### config.mk
export PLATFORM = sky130hd
export DESIGN_NAME = tst_thermostat
export DESIGN_NICKNAME = d
export VERILOG_FILES = /design/src/tst_pkg.sv /design/src/tst_alarm_if.sv /design/src/tst_thermostat.sv /design/src/tst_alarm.sv
export SDC_FILE = /design/constraint.sdc
export NUM_CORES = 1
export LEC_CHECK = 0
export BUFFER_PORTS_ARGS = -buffer_cell sky130_fd_sc_hd__buf_2
export CAP_MARGIN = 25
export CORE_ASPECT_RATIO = 1.5
export CORE_MARGIN = 2
export CORE_UTILIZATION = 37
export CTS_CLUSTER_SIZE = 24
export DETAILED_ROUTE_END_ITERATION = 10
export GPL_TIMING_DRIVEN = 1
export PLACE_DENSITY = 0.61
export SETUP_SLACK_MARGIN = 0.15
export SYNTH_ARGS = -nofsm -noshare
export SYNTH_HDL_FRONTEND = slang
export SYNTH_SLANG_ARGS = --single-unit
### constraint.sdc
create_clock -name sys_clk_i -period 4.84 [get_ports sys_clk_i]
set_input_delay 0.484 -clock sys_clk_i [delete_from_list [all_inputs] [get_ports sys_clk_i]]
set_output_delay 0.484 -clock sys_clk_i [all_outputs]
set_load 0.005 [all_outputs]
### src/tst_pkg.sv
// constants, state codes and helpers shared by the thermostat controller
// assumes a 50 MHz system clock; long counts are overridable at the top level
package tst_pkg;

   localparam int unsigned SYS_CLK_HZ = 50_000_000;
   localparam int unsigned CONV_PERIOD_MS = 100;
   localparam int unsigned CONV_PERIOD_CYC = CONV_PERIOD_MS * (SYS_CLK_HZ / 1000);
   localparam int unsigned BUS_TIMEOUT_MS = 30;
   localparam int unsigned BUS_TIMEOUT_CYC = BUS_TIMEOUT_MS * (SYS_CLK_HZ / 1000);

   localparam int TEMP_W = 11;
   localparam int SET_W = 9;
   localparam int CONF_W = 5;
   localparam int IRQ_W = 4;

   // set points in half degree steps: 80 and 75 degrees
   localparam logic [8:0] TOS_RESET = 9'h0a0;
   localparam logic [8:0] THYST_RESET = 9'h096;
   localparam logic [4:0] CONF_RESET = 5'h00;
   localparam logic [3:0] MASK_RESET = 4'h0;
   localparam logic [10:0] TEMP_RESET = 11'h000;

   localparam int CONF_SHUTDOWN = 0;
   localparam int CONF_INT_MODE = 1;
   localparam int CONF_POL = 2;
   localparam int CONF_FQ_LO = 3;

   localparam int IRQ_CONV = 0;
   localparam int IRQ_ALARM_ON = 1;
   localparam int IRQ_ALARM_OFF = 2;
   localparam int IRQ_TIMEOUT = 3;

   localparam logic [7:0] OFS_TEMP = 8'h00;
   localparam logic [7:0] OFS_CONF = 8'h04;
   localparam logic [7:0] OFS_THYST = 8'h08;
   localparam logic [7:0] OFS_TOS = 8'h0c;
   localparam logic [7:0] OFS_IRQ_STAT = 8'h10;
   localparam logic [7:0] OFS_IRQ_MASK = 8'h14;
   localparam logic [7:0] OFS_STATE = 8'h18;

   localparam logic [1:0] PTR_TEMP = 2'h0;
   localparam logic [1:0] PTR_CONF = 2'h1;
   localparam logic [1:0] PTR_THYST = 2'h2;
   localparam logic [1:0] PTR_TOS = 2'h3;

   typedef enum logic [6:0] {
      I2C_IDLE = 7'h01,
      I2C_ADDR = 7'h02,
      I2C_AACK = 7'h04,
      I2C_WR = 7'h08,
      I2C_WACK = 7'h10,
      I2C_RD = 7'h20,
      I2C_RACK = 7'h40
   } tst_i2c_state_e;

   function automatic logic [2:0] fault_limit(input logic [1:0] code);
      fault_limit = {1'b0, code} + 3'h1;
   endfunction

   function automatic logic set_gt(input logic [8:0] a, input logic [8:0] b);
      set_gt = $signed(a) > $signed(b);
   endfunction

endpackage

### src/tst_alarm_if.sv
// signals between the register side and the alarm filter
// assumes both ends run on the system clock
`timescale 1ns/10ps
interface tst_alarm_if;
   logic sample_stb;
   logic [8:0] sample;
   logic [8:0] tos;
   logic [8:0] thyst;
   logic int_mode;
   logic clear_stb;
   logic [1:0] fault_code;
   logic active;
   logic assert_stb;
   logic release_stb;
   modport ctrl (output sample_stb, sample, tos, thyst, int_mode, clear_stb, fault_code,
                 input active, assert_stb, release_stb);
   modport alarm (input sample_stb, sample, tos, thyst, int_mode, clear_stb, fault_code,
                  output active, assert_stb, release_stb);
endinterface

### src/tst_thermostat.sv
// thermostat controller top: apb registers, i2c target, conversion timer
// assumes the converter answers conv_start_o with one conv_done_i pulse,
// data valid with it; scl and sda arrive unsynchronised from the pins
//
// The register offsets and the APB register port were decided locally.
`timescale 1ns/10ps

////////////////////////////////////////////////////////////////////////////////
// Functional notes
// - result held as 11-bit two's complement, 0.125 degree
// - three pins pick address, eight devices share
// - bus access never disturbs conversions or updates
// - next read after update returns new value
// - reset: converting, comparator mode, 80 and 75
// - alarm has comparator and interrupt modes
// - alarm active level selectable high or low
// - alarm needs programmable consecutive fault count
// - alarm goes active above the threshold
// - normal mode converts repeatedly, shutdown stops
// - i2c 20 Hz to 400 kHz, timeout frees bus
// - config and result registers readable by controller
// - two writable set-point registers
// - new conversion every 100 ms, load at end
// - config bit 0 selects shutdown, result kept
// - 9-bit set points, compare upper nine bits
// - comparator alarm hysteresis; reads and shutdown keep it
module tst_thermostat #(
   parameter int unsigned CONV_PERIOD = tst_pkg::CONV_PERIOD_CYC,
   parameter int unsigned BUS_TIMEOUT = tst_pkg::BUS_TIMEOUT_CYC,
   parameter logic [3:0] ADDR_HI = 4'h4
) (
   input wire logic sys_clk_i,
   input wire logic reset_i,
   input wire logic psel_i,
   input wire logic penable_i,
   input wire logic pwrite_i,
   input wire logic [7:0] paddr_i,
   input wire logic [31:0] pwdata_i,
   output logic [31:0] prdata_o,
   output logic pready_o,
   output logic pslverr_o,
   output logic irq_o,
   input wire logic scl_i,
   input wire logic sda_i,
   output logic sda_o,
   output logic sda_oe_o,
   input wire logic addr_select_bit_0_i,
   input wire logic addr_select_bit_1_i,
   input wire logic addr_select_bit_2_i,
   output logic overheat_alarm_output_o,
   output logic overheat_alarm_output_oe_o,
   output logic conv_start_o,
   input wire logic conv_done_i,
   input wire logic [10:0] conv_data_i
);

   localparam int CW = $clog2(CONV_PERIOD + 1);
   localparam int TW = $clog2(BUS_TIMEOUT + 1);

   if (CONV_PERIOD < 2) begin : g_chk_conv
      $error("CONV_PERIOD must be at least 2");
   end
   if (BUS_TIMEOUT < 2) begin : g_chk_tout
      $error("BUS_TIMEOUT must be at least 2");
   end

   ////////////////////////////////////////////////////////////////////////////
   // registers

   logic [10:0] temp_q;
   logic [4:0] conf_q;
   logic [8:0] thyst_q;
   logic [8:0] tos_q;
   logic [3:0] stat_q;
   logic [3:0] stat_d;
   logic [3:0] mask_q;
   logic [CW-1:0] conv_cnt_q;
   logic conv_start_q;
   logic sample_stb_q;
   logic shutdown;

   // apb
   logic pready_q;
   logic pslverr_q;
   logic [31:0] prdata_q;
   logic irq_q;
   logic apb_setup;
   logic apb_done;
   logic apb_wr;
   logic [31:0] rd_mux;
   logic rd_hit;

   // pins
   logic [2:0] scl_sy_q;
   logic [2:0] sda_sy_q;
   logic [2:0] asel_m_q;
   logic [2:0] asel_q;
   logic os_oe_q;

   // i2c target
   tst_pkg::tst_i2c_state_e st_q;
   logic [3:0] bcnt_q;
   logic [7:0] shift_q;
   logic rw_q;
   logic [1:0] ptr_q;
   logic idx_q;
   logic first_q;
   logic nack_q;
   logic sda_oe_q;
   logic [15:0] rdw_q;
   logic we_q;
   logic [1:0] wptr_q;
   logic [15:0] wdat_q;
   logic rdclr_q;
   logic tout_ev_q;
   logic [TW-1:0] tout_q;
   logic scl_rise;
   logic scl_fall;
   logic bus_start;
   logic bus_stop;
   logic tout_hit;
   logic [15:0] word_sel;
   logic [7:0] next_byte;

   tst_alarm_if al ();

   assign shutdown = conf_q[tst_pkg::CONF_SHUTDOWN];

   ////////////////////////////////////////////////////////////////////////////
   // conversion timing and result

   // shutdown holds the count at zero, so the first conversion starts at once on leaving
   always_ff @(posedge sys_clk_i) begin
      if (reset_i) begin
         conv_cnt_q <= '0;
         conv_start_q <= 1'b0;
      end else if (shutdown) begin
         conv_cnt_q <= '0;
         conv_start_q <= 1'b0;
      end else if (conv_cnt_q == '0) begin
         conv_cnt_q <= CW'(CONV_PERIOD - 1);
         conv_start_q <= 1'b1;
      end else begin
         conv_cnt_q <= conv_cnt_q - CW'(1);
         conv_start_q <= 1'b0;
      end
   end

   // a conversion already running in the converter still lands when it ends
   always_ff @(posedge sys_clk_i) begin
      if (reset_i) begin
         temp_q <= tst_pkg::TEMP_RESET;
         sample_stb_q <= 1'b0;
      end else begin
         if (conv_done_i) begin
            temp_q <= conv_data_i;
         end
         sample_stb_q <= conv_done_i && !shutdown;
      end
   end

   ////////////////////////////////////////////////////////////////////////////
   // alarm filter and pin

   assign al.sample_stb = sample_stb_q;
   assign al.sample = temp_q[10:2];
   assign al.tos = tos_q;
   assign al.thyst = thyst_q;
   assign al.int_mode = conf_q[tst_pkg::CONF_INT_MODE];
   assign al.fault_code = conf_q[tst_pkg::CONF_FQ_LO +: 2];
   assign al.clear_stb = rdclr_q;

   tst_alarm u_alarm (
      .clk_i(sys_clk_i),
      .reset_i(reset_i),
      .al(al.alarm)
   );

   // open drain: enable pulls the pin low
   always_ff @(posedge sys_clk_i) begin
      if (reset_i) begin
         os_oe_q <= 1'b0;
      end else begin
         os_oe_q <= conf_q[tst_pkg::CONF_POL] ? !al.active : al.active;
      end
   end

   ////////////////////////////////////////////////////////////////////////////
   // apb slave, one wait-free access phase

   assign apb_setup = psel_i && !penable_i;
   assign apb_done = psel_i && penable_i && pready_q;
   assign apb_wr = apb_done && pwrite_i;

   always_comb begin
      rd_hit = 1'b1;
      rd_mux = 32'h0000_0000;
      unique case (paddr_i)
         tst_pkg::OFS_TEMP: rd_mux[10:0] = temp_q;
         tst_pkg::OFS_CONF: rd_mux[4:0] = conf_q;
         tst_pkg::OFS_THYST: rd_mux[8:0] = thyst_q;
         tst_pkg::OFS_TOS: rd_mux[8:0] = tos_q;
         tst_pkg::OFS_IRQ_STAT: rd_mux[3:0] = stat_q;
         tst_pkg::OFS_IRQ_MASK: rd_mux[3:0] = mask_q;
         tst_pkg::OFS_STATE: rd_mux[7:0] = {ADDR_HI, asel_q, al.active};
         default: rd_hit = 1'b0;
      endcase
   end

   always_ff @(posedge sys_clk_i) begin
      if (reset_i) begin
         pready_q <= 1'b0;
         pslverr_q <= 1'b0;
         prdata_q <= 32'h0000_0000;
      end else begin
         pready_q <= apb_setup;
         if (apb_setup) begin
            pslverr_q <= !rd_hit;
            prdata_q <= pwrite_i ? 32'h0000_0000 : rd_mux;
         end
      end
   end

   // i2c writes land after apb writes, so they win a same-cycle clash
   always_ff @(posedge sys_clk_i) begin
      if (reset_i) begin
         conf_q <= tst_pkg::CONF_RESET;
         thyst_q <= tst_pkg::THYST_RESET;
         tos_q <= tst_pkg::TOS_RESET;
      end else begin
         if (apb_wr && paddr_i == tst_pkg::OFS_CONF) begin
            conf_q <= pwdata_i[4:0];
         end
         if (apb_wr && paddr_i == tst_pkg::OFS_THYST) begin
            thyst_q <= pwdata_i[8:0];
         end
         if (apb_wr && paddr_i == tst_pkg::OFS_TOS) begin
            tos_q <= pwdata_i[8:0];
         end
         if (we_q) begin
            unique case (wptr_q)
               tst_pkg::PTR_CONF: conf_q <= wdat_q[12:8];
               tst_pkg::PTR_THYST: thyst_q <= wdat_q[15:7];
               tst_pkg::PTR_TOS: tos_q <= wdat_q[15:7];
               tst_pkg::PTR_TEMP: ;
            endcase
         end
      end
   end

   always_ff @(posedge sys_clk_i) begin
      if (reset_i) begin
         mask_q <= tst_pkg::MASK_RESET;
      end else if (apb_wr && paddr_i == tst_pkg::OFS_IRQ_MASK) begin
         mask_q <= pwdata_i[3:0];
      end
   end

   ////////////////////////////////////////////////////////////////////////////
   // interrupt status: read clears, a new event in that cycle survives

   // only bits captured at the setup edge are cleared, so an event in between survives
   always_comb begin
      stat_d = stat_q;
      if (apb_done && !pwrite_i && paddr_i == tst_pkg::OFS_IRQ_STAT) begin
         stat_d = stat_q & ~prdata_q[3:0];
      end
      stat_d[tst_pkg::IRQ_CONV] = stat_d[tst_pkg::IRQ_CONV] | sample_stb_q;
      stat_d[tst_pkg::IRQ_ALARM_ON] = stat_d[tst_pkg::IRQ_ALARM_ON] | al.assert_stb;
      stat_d[tst_pkg::IRQ_ALARM_OFF] = stat_d[tst_pkg::IRQ_ALARM_OFF] | al.release_stb;
      stat_d[tst_pkg::IRQ_TIMEOUT] = stat_d[tst_pkg::IRQ_TIMEOUT] | tout_ev_q;
   end

   always_ff @(posedge sys_clk_i) begin
      if (reset_i) begin
         stat_q <= 4'h0;
         irq_q <= 1'b0;
      end else begin
         stat_q <= stat_d;
         irq_q <= |(stat_d & mask_q);
      end
   end

   ////////////////////////////////////////////////////////////////////////////
   // pin synchronisers; stage 0 feeds stage 1 only

   always_ff @(posedge sys_clk_i) begin
      if (reset_i) begin
         scl_sy_q <= 3'h7;
         sda_sy_q <= 3'h7;
         asel_m_q <= 3'h0;
         asel_q <= 3'h0;
      end else begin
         scl_sy_q <= {scl_sy_q[1:0], scl_i};
         sda_sy_q <= {sda_sy_q[1:0], sda_i};
         asel_m_q <= {addr_select_bit_2_i, addr_select_bit_1_i, addr_select_bit_0_i};
         asel_q <= asel_m_q;
      end
   end

   // 50 MHz gives over 60 samples per 400 kHz scl phase, so edges are clean
   assign scl_rise = scl_sy_q[1] && !scl_sy_q[2];
   assign scl_fall = !scl_sy_q[1] && scl_sy_q[2];
   assign bus_start = scl_sy_q[1] && scl_sy_q[2] && sda_sy_q[2] && !sda_sy_q[1];
   assign bus_stop = scl_sy_q[1] && scl_sy_q[2] && !sda_sy_q[2] && sda_sy_q[1];
   assign tout_hit = tout_q == TW'(BUS_TIMEOUT);

   ////////////////////////////////////////////////////////////////////////////
   // i2c target

   // read word is frozen at the address ack, so both bytes of a read come from one result
   always_comb begin
      unique case (ptr_q)
         tst_pkg::PTR_TEMP: word_sel = {temp_q, 5'h00};
         tst_pkg::PTR_CONF: word_sel = {3'h0, conf_q, 3'h0, conf_q};
         tst_pkg::PTR_THYST: word_sel = {thyst_q, 7'h00};
         tst_pkg::PTR_TOS: word_sel = {tos_q, 7'h00};
      endcase
      next_byte = idx_q ? rdw_q[15:8] : rdw_q[7:0];
   end

   // an idle bus or any scl edge restarts the stuck-bus timer
   always_ff @(posedge sys_clk_i) begin
      if (reset_i) begin
         tout_q <= '0;
      end else if (st_q == tst_pkg::I2C_IDLE || scl_rise || scl_fall || tout_hit) begin
         tout_q <= '0;
      end else begin
         tout_q <= tout_q + TW'(1);
      end
   end

   always_ff @(posedge sys_clk_i) begin
      if (reset_i) begin
         st_q <= tst_pkg::I2C_IDLE;
         bcnt_q <= 4'h0;
         shift_q <= 8'h00;
         rw_q <= 1'b0;
         ptr_q <= tst_pkg::PTR_TEMP;
         idx_q <= 1'b0;
         first_q <= 1'b0;
         nack_q <= 1'b0;
         sda_oe_q <= 1'b0;
         rdw_q <= 16'h0000;
         we_q <= 1'b0;
         wptr_q <= tst_pkg::PTR_TEMP;
         wdat_q <= 16'h0000;
         rdclr_q <= 1'b0;
         tout_ev_q <= 1'b0;
      end else begin
         we_q <= 1'b0;
         rdclr_q <= 1'b0;
         tout_ev_q <= 1'b0;
         if (tout_hit) begin
            st_q <= tst_pkg::I2C_IDLE;
            sda_oe_q <= 1'b0;
            tout_ev_q <= 1'b1;
         end else if (bus_start) begin
            st_q <= tst_pkg::I2C_ADDR;
            bcnt_q <= 4'h0;
            sda_oe_q <= 1'b0;
         end else if (bus_stop) begin
            st_q <= tst_pkg::I2C_IDLE;
            sda_oe_q <= 1'b0;
         end else if (scl_rise) begin
            bcnt_q <= bcnt_q + 4'h1;
            if (st_q == tst_pkg::I2C_ADDR || st_q == tst_pkg::I2C_WR) begin
               shift_q <= {shift_q[6:0], sda_sy_q[1]};
            end
            if (st_q == tst_pkg::I2C_RACK) begin
               nack_q <= sda_sy_q[1];
            end
         end else if (scl_fall) begin
            unique case (st_q)
               tst_pkg::I2C_IDLE: ;
               tst_pkg::I2C_ADDR: begin
                  if (bcnt_q == 4'h8) begin
                     if (shift_q[7:1] == {ADDR_HI, asel_q}) begin
                        rw_q <= shift_q[0];
                        sda_oe_q <= 1'b1;
                        st_q <= tst_pkg::I2C_AACK;
                        idx_q <= 1'b0;
                        first_q <= 1'b1;
                        rdw_q <= word_sel;
                        rdclr_q <= shift_q[0];
                     end else begin
                        st_q <= tst_pkg::I2C_IDLE;
                     end
                  end
               end
               tst_pkg::I2C_AACK: begin
                  if (bcnt_q == 4'h9) begin
                     bcnt_q <= 4'h0;
                     if (rw_q) begin
                        st_q <= tst_pkg::I2C_RD;
                        shift_q <= rdw_q[15:8];
                        sda_oe_q <= !rdw_q[15];
                        idx_q <= 1'b1;
                     end else begin
                        st_q <= tst_pkg::I2C_WR;
                        sda_oe_q <= 1'b0;
                     end
                  end
               end
               tst_pkg::I2C_WR: begin
                  if (bcnt_q == 4'h8) begin
                     sda_oe_q <= 1'b1;
                     st_q <= tst_pkg::I2C_WACK;
                     if (first_q) begin
                        ptr_q <= shift_q[1:0];
                        first_q <= 1'b0;
                     end else if (!idx_q) begin
                        wdat_q[15:8] <= shift_q;
                        wptr_q <= ptr_q;
                        we_q <= ptr_q == tst_pkg::PTR_CONF;
                        idx_q <= 1'b1;
                     end else begin
                        wdat_q[7:0] <= shift_q;
                        wptr_q <= ptr_q;
                        we_q <= ptr_q != tst_pkg::PTR_CONF;
                        idx_q <= 1'b0;
                     end
                  end
               end
               tst_pkg::I2C_WACK: begin
                  if (bcnt_q == 4'h9) begin
                     bcnt_q <= 4'h0;
                     sda_oe_q <= 1'b0;
                     st_q <= tst_pkg::I2C_WR;
                  end
               end
               tst_pkg::I2C_RD: begin
                  if (bcnt_q == 4'h8) begin
                     sda_oe_q <= 1'b0;
                     st_q <= tst_pkg::I2C_RACK;
                  end else begin
                     shift_q <= {shift_q[6:0], 1'b0};
                     sda_oe_q <= !shift_q[6];
                  end
               end
               tst_pkg::I2C_RACK: begin
                  if (bcnt_q == 4'h9) begin
                     bcnt_q <= 4'h0;
                     if (nack_q) begin
                        st_q <= tst_pkg::I2C_IDLE;
                     end else begin
                        st_q <= tst_pkg::I2C_RD;
                        shift_q <= next_byte;
                        sda_oe_q <= !next_byte[7];
                        idx_q <= !idx_q;
                     end
                  end
               end
            endcase
         end
      end
   end

   ////////////////////////////////////////////////////////////////////////////
   // outputs

   always_ff @(posedge sys_clk_i) begin
      if (reset_i) begin
         sda_o <= 1'b0;
         overheat_alarm_output_o <= 1'b0;
      end else begin
         sda_o <= 1'b0;
         overheat_alarm_output_o <= 1'b0;
      end
   end

   assign prdata_o = prdata_q;
   assign pready_o = pready_q;
   assign pslverr_o = pslverr_q;
   assign irq_o = irq_q;
   assign sda_oe_o = sda_oe_q;
   assign overheat_alarm_output_oe_o = os_oe_q;
   assign conv_start_o = conv_start_q;

endmodule

### src/tst_alarm.sv
// alarm filter: compares each sample with the set points and counts faults
// assumes sample_stb pulses once per finished conversion in normal mode
`timescale 1ns/10ps
module tst_alarm (
   input wire logic clk_i,
   input wire logic reset_i,
   tst_alarm_if.alarm al
);

   logic active_q;
   logic active_d;
   logic armed_hot_q;
   logic [2:0] run_q;
   logic assert_q;
   logic release_q;
   logic look_hot;
   logic cond;
   logic fire;

   always_comb begin
      // comparator mode hunts for the opposite of its present state
      look_hot = al.int_mode ? armed_hot_q : !active_q;
      cond = look_hot ? tst_pkg::set_gt(al.sample, al.tos)
                      : tst_pkg::set_gt(al.thyst, al.sample);
      fire = al.sample_stb && cond
             && (3'(run_q + 3'h1) >= tst_pkg::fault_limit(al.fault_code));
      active_d = active_q;
      if (fire) begin
         active_d = al.int_mode ? 1'b1 : !active_q;
      end else if (al.int_mode && al.clear_stb) begin
         // an i2c read releases the interrupt-mode alarm; a new fault wins
         active_d = 1'b0;
      end
   end

   always_ff @(posedge clk_i) begin
      if (reset_i) begin
         run_q <= 3'h0;
      end else if (al.sample_stb) begin
         run_q <= (fire || !cond) ? 3'h0 : 3'(run_q + 3'h1);
      end
   end

   always_ff @(posedge clk_i) begin
      if (reset_i) begin
         active_q <= 1'b0;
         armed_hot_q <= 1'b1;
         assert_q <= 1'b0;
         release_q <= 1'b0;
      end else begin
         active_q <= active_d;
         if (!al.int_mode) begin
            armed_hot_q <= 1'b1;
         end else if (fire) begin
            armed_hot_q <= !armed_hot_q;
         end
         assert_q <= !active_q && active_d;
         release_q <= active_q && !active_d;
      end
   end

   assign al.active = active_q;
   assign al.assert_stb = assert_q;
   assign al.release_stb = release_q;

endmodule

==> flow_summary.toml, run 1 <==
[run_status]
status = "complete, no violations"

[grt]
antenna_found_initial = 0
gr-usage-all-layers_pct = 18.7
grt_pass1_vias = 7596
grt_pass1_wl_um = 39600
grt_max_degree = 70
grt_overflow_total = 0

[placement]
portBuffers = 55
preCtsSetupSlack_ps = 1820
dpl.hpwl_um = 18100
post_dp_cell_area_sq_mm = 0.00985
gp_congestion = 0.923
place_inst = 1423

[power]
p_int_mw = 2.70
comb_power_share_pct = 16.8
power_leakage_nw = 3.89
power.density_mw_per_mm2 = 361
peakVddDrop_mv = 0.255
switching_share_pct = 28.7
p_switching_mw = 1.09
sequentialPowerShare_pct = 44.1
p_clk_share_pct = 39.1

[synthesis]
yosysTopAreaCell = "dfxtp_1"
synth-async-reset-ratio_pct = 0
syn_area_sq_mm = 0.00947
syn_inst = 1094
ys_seq_elements = 178
synth_edf_count = 0
yosys-top-cells-area = "dfxtp_1 (38%), mux2i_1 (5.6%), nor2_1 (5.5%)"
synth.yosys.seq_area_share_pct = 37.6
synth.avg_cell_area_sq_um = 8.66
ys_warn_count = 0
synthFlopType = "dfxtp_1"
synth.distinct_cells = 81
synth_top_area_share_pct = 37.6

[timing]
relSlewSlack_pct = 32.3
setup_viol = 0
fin_tns_setup_ps = 0
max_slew.worst_pin.slew_ps = 1010
clock_skew_ps = 10.7
min_period_over_period_pct = 59.9
drv_slew = 0
postLayoutSetupSlackWorst_ps = 1940
rsz0062_at_grt = "no"
max_freq_mhz = 345
final.min_clock_period_ps = 2900
hold_viol_final = 0
timing.hold.ws_ps = 220

[critical_path]
worstReg2RegStart = "scl_sy_q[2]"
reg2reg_depth = 8
cp_common_cell = "inv_1"
worstSetupStartpointType = "register"
crit_path_end_kind = "register"
reg2reg_slack_ps = 1940
crit_buf_inv = 2
crit_family = "simple AND/OR/NAND/NOR gates"
worst-endpoint-required_ps = 5140
slowest_stage = "or4_1"
max_stage_delay_ps = 510
crit_fanout = 12
crit_arrival_ps = 3200
cp_cell_sequence = "inv_1 > ha_1 > inv_1 > nand2_1 > or4_1 > nor3_4 > mux2i_1 > nor2_1"
timing.rr.end = "wdat_q[8]"
crit_type = "register to register"

[routing]
drt_drc_violations_left = 0
vias_per_cell = 5.42
drt_iter0_markers = 394
via_count = 7889
first_pass_iters = 5
wl_per_cell_um = 16.9
wl_um = 24600
ant_nets = 0

[floorplanning]
die_h_um = 200
design.die.area_sq_mm = 0.0269
core_area_sq_mm = 0.0251
ios = 102
start_util_pct = 37.7
row_count = 71
fp.dieW_um = 135

[final_layout]
design_area_sq_mm = 0.0105
area_growth_pct = 10.6
layout.cells.non_filler = 1455
diodes = 0
most-common-layout-cells = "dfxtp_1 (178), nor2_1 (138), nand2_1 (81)"
multi_input_area_sq_mm = 0.00536
drive_gt1_share_pct = 13.5
regArea_sq_mm = 0.00356
final_common_cell = "dfxtp_1"
nNetsFinal = 1210
n_fill_cell = 2498

[clock_network]
clockRootBuffer = "clkbuf_16"
numClockSinks = 178
htree_num_levels = 4
cts_resized = 0
clk_latency_ps = 440
numCtsBuffers = 17
cts_buffer_depth = 2
cts-hold-fix-buffers = 0
clkTransAtPathRegs_ps = 70
cts_setup_buffers = 0
tritoncts = "built"

[min_path]
holdPathEnd = "scl_sy_q[0]"
hold_class = "input port to register"
min_path_cells = 2
hold_start = "scl_i"

[flow_run]
max_cap_violations = 0
-- kinds of logic after synthesis --
group / synth area share, %
fa+ha+maj: 4.49
mux: 8.81
buf+inv: 6.69
compound gates: 14.1
xor+xnor: 4.07
other cells: 0.0396
simple gates: 24.2
flops: 37.6
-- stage by stage --
step / util, % / power (mW)
final: 41.7 / 3.78
after global routing: 41.7 / 3.97
after CTS: 41.7 / 3.83
after detailed placement: 39.2 / 2.34
after global placement: 39.2 / 2.33
after floorplan: - / 2.22
-- power by group through the flow --
stage | Clock [mW] | Sequential (mW) | Combinational (mW)
floorplan | 0 | 1.67 | 0.552
global placement | 0 | 1.70 | 0.632
detailed placement | 0 | 1.70 | 0.640
CTS | 1.51 | 1.67 | 0.647
global route | 1.56 | 1.68 | 0.721
finish | 1.48 | 1.67 | 0.637
-- worst max-delay path by stage --
stage,depth (start not counted),from,endpoint
floorplan,7,paddr_i[0],al.tos[5]
global placement,7,paddr_i[0],al.tos[5]
detailed placement,7,paddr_i[0],al.tos[5]
CTS,8,scl_sy_q[2],wdat_q[8]
global route,8,scl_sy_q[2],wdat_q[14]
finish,8,scl_sy_q[2],wdat_q[8]
-- cells in the mapped netlist (13+ instances only) --
| cell | number |
|---|---|
| o21ai_0 | 31 |
| dfxtp_1 | 178 |
| mux2i_1 | 53 |
| xor2_1 | 14 |
| a211oi_1 | 19 |
| clkbuf_1 | 33 |
| ha_1 | 34 |
| nor3_1 | 28 |
| nand2_1 | 81 |
| nand4_1 | 14 |
| nor2_1 | 138 |
| nor2b_1 | 26 |
| inv_1 | 54 |
| nand3_1 | 49 |
| buf_4 | 25 |
| a22oi_1 | 13 |
| a21oi_1 | 53 |
| xnor2_1 | 30 |
-- flip-flops by register name, indices dropped and copies added (netlist names), 5 cells and up --
register    count
conv_cnt_q     23
tout_q         21
rdw_q          16
prdata_o       11
temp_q         11
al.thyst        9
al.tos          9
wdat_q          9
shift_q         8
st_q            7
conf_q          5
-- metal layers --
layer	up-vias	track usage, %	wire [um]
li1	3881	-	-
met1	3728	20.4	9840
met2	230	34.8	12900
met3	50	3.43	923
met4	0	8.42	937
met5	-	0	0
-- worst reg2reg max path: stages, from the launching register on --
cell	delay [ps]
dfxtp_1	380
inv_1	60
ha_1	310
inv_1	410
nand2_1	280
or4_1	510
nor3_4	490
mux2i_1	260
nor2_1	50
-- layout make-up --
cell class | count | area share, %
Inverter | 54 | 1.94
Tap cell | 328 | 3.92
Timing Repair Buffer | 59 | 2.94
Sequential cell | 178 | 34.0
Multi-Input combinational cell | 804 | 51.2
Clock inverter | 14 | 1.82
Clock buffer | 18 | 4.19
Power figures use the tool's default switching activity.
==> run 2: changes to the inputs <==
==> constraint.sdc (replaced) <==
create_clock -name sys_clk_i -period 2.8 [get_ports sys_clk_i]
set_input_delay 0.28 -clock sys_clk_i [delete_from_list [all_inputs] [get_ports sys_clk_i]]
set_output_delay 0.28 -clock sys_clk_i [all_outputs]
set_load 0.005 [all_outputs]
==> flow_summary.toml, run 2 (same netlist as run 1, synthesis figures left out) <==
[critical_path]
crit_type = "register to register"
crit_arrival_ps = 2850
crit_buf_inv = 0
slowest_stage = "or4_4"
cp_cell_sequence = "nor4_4 > nand3_2 > a31o_1 > or4_4 > a221oi_1 > nor3_1"
crit_fanout = 15
worst-endpoint-required_ps = 3110
crit_path_end_kind = "register"
max_stage_delay_ps = 600
worstSetupStartpointType = "register"
crit_family = "simple AND/OR/NAND/NOR gates"

[clock_network]
clockRootBuffer = "clkbuf_16"
numClockSinks = 178
clk_latency_ps = 440
cts_buffer_depth = 2
htree_num_levels = 4
numCtsBuffers = 17
tritoncts = "built"
clkTransAtPathRegs_ps = 70

[final_layout]
regMostFlops = "conv_cnt_q"
reg_top3 = "conv_cnt_q x23, tout_q x21, rdw_q x16"
largest_reg_flops = 23
most-common-layout-cells = "dfxtp_1 (174), nor2_1 (138), nand2_1 (81)"
design_area_sq_mm = 0.0107
diodes = 0
drive_gt1_share_pct = 16.4
nNetsFinal = 1243
final_common_cell = "dfxtp_1"
area_growth_pct = 13.1
layout.cells.non_filler = 1488

[floorplanning]
start_util_pct = 37.7
fp.dieW_um = 135
core_area_sq_mm = 0.0251
design.die.area_sq_mm = 0.0269
row_count = 71
ios = 102
die_h_um = 200

[routing]
drt_drc_violations_left = 0
ant_nets = 0
drt_iter0_markers = 450
dr_wl_met3_um = 905
wl_met1_um = 10100
wl_um = 25600
first_pass_iters = 7
highest_layer = "met4"
via_count = 7985
wl_per_cell_um = 17.2
met2_length_um = 13300
vias_per_cell = 5.37

[placement]
post_dp_cell_area_sq_mm = 0.0101
dpl.hpwl_um = 19100
gp_congestion = 0.943
place_inst = 1452
preCtsSetupSlack_ps = 110
portBuffers = 55

[timing]
drv_slew = 0
final.min_clock_period_ps = 2540
hold_viol_final = 0
rsz0062_at_grt = "yes"
max_slew.worst_pin.slew_ps = 721
setup_viol = 0
fin_tns_setup_ps = 0
clock_skew_ps = 10.5
postLayoutSetupSlackWorst_ps = 263
min_period_over_period_pct = 90.6
max_freq_mhz = 394
relSlewSlack_pct = 51.8

[min_path]
hold_class = "input port to register"

[power]
peakVddDrop_mv = 0.404
power_leakage_nw = 4.04
power.density_mw_per_mm2 = 602

[flow_run]
max_cap_violations = 0

[grt]
grt_pass1_wl_um = 41200
grt_max_degree = 55
grt_overflow_total = 0
grt_pass1_vias = 7916
gr-usage-all-layers_pct = 19.6
antenna_found_initial = 0

[run_status]
status = "complete, no violations"
[run 2: changes by cell type in the layout (fill, tap and decap cells not counted), sizes merged]
cell,previous run,this run
buf,59,91
bufinv,3,2
clkbuf,18,19
clkinv,3,5
clkinvlp,1,2
dlygate4sd3,0,1
inv,61,58
[run 2: worst reg2reg max path, cell delays in order (launching register included)]
cell,delay (ps)
dfxtp_1,510
nor4_4,410
nand3_2,200
a31o_1,260
or4_4,600
a221oi_1,350
nor3_1,70
[run 2: timing repair]
action,in CTS,in global routing
buffers inserted,0,3
resized for setup,1,6
hold buffers,1,0
endpoints found under the hold margin,1,0
endpoints found under the setup margin,1,9
pin swaps,0,1
[run 2: cell type report]
cell class / instances / area, sq um
fill: 2526 / 14400
inverter: 54 / 203
sequential: 178 / 3570
tap: 328 / 410
clock inverter: 13 / 149
multi-input combinational: 804 / 5380
timing repair buffer: 92 / 558
clock buffer: 19 / 443
[run 2: path summary, 6_finish.rpt]
| path | startpoint | to | slack (ps) | cells after the start |
|---|---|---|---|---|
| worst max-delay path | st_q[1] | shift_q[7] | 260 | 6 |
| worst min-delay path | sda_i | sda_sy_q[0] | 20 | 2 |
| worst max register to register | st_q[1] | shift_q[7] | 260 | 6 |
| worst min register to register | scl_sy_q[0] | scl_sy_q[1] | 410 | 1 |
[run 2: power by group]
part / switching (mW) / internal (mW)
registers: 0.164 / 2.71
clock network: 1.08 / 1.35
logic: 0.625 / 0.505
total: 1.87 / 4.57
[run 2: through the flow]
stage	total power, mW	utilization, %	hold WS [ps]
2_1_floorplan	3.84	-	384
3_3_place_gp	4.04	40.0	395
3_5_place_dp	4.06	40.0	394
4_1_cts	6.52	42.5	5.88
5_1_grt	6.77	42.6	12.1
6_report	6.45	42.6	20.1
[run 2: layer usage]
metal | global-route usage (%) | vias up
li1 | - | 3942
met1 | 20.7 | 3768
met2 | 36.3 | 213
met3 | 3.38 | 62
met4 | 11.3 | 0
met5 | 0 | -
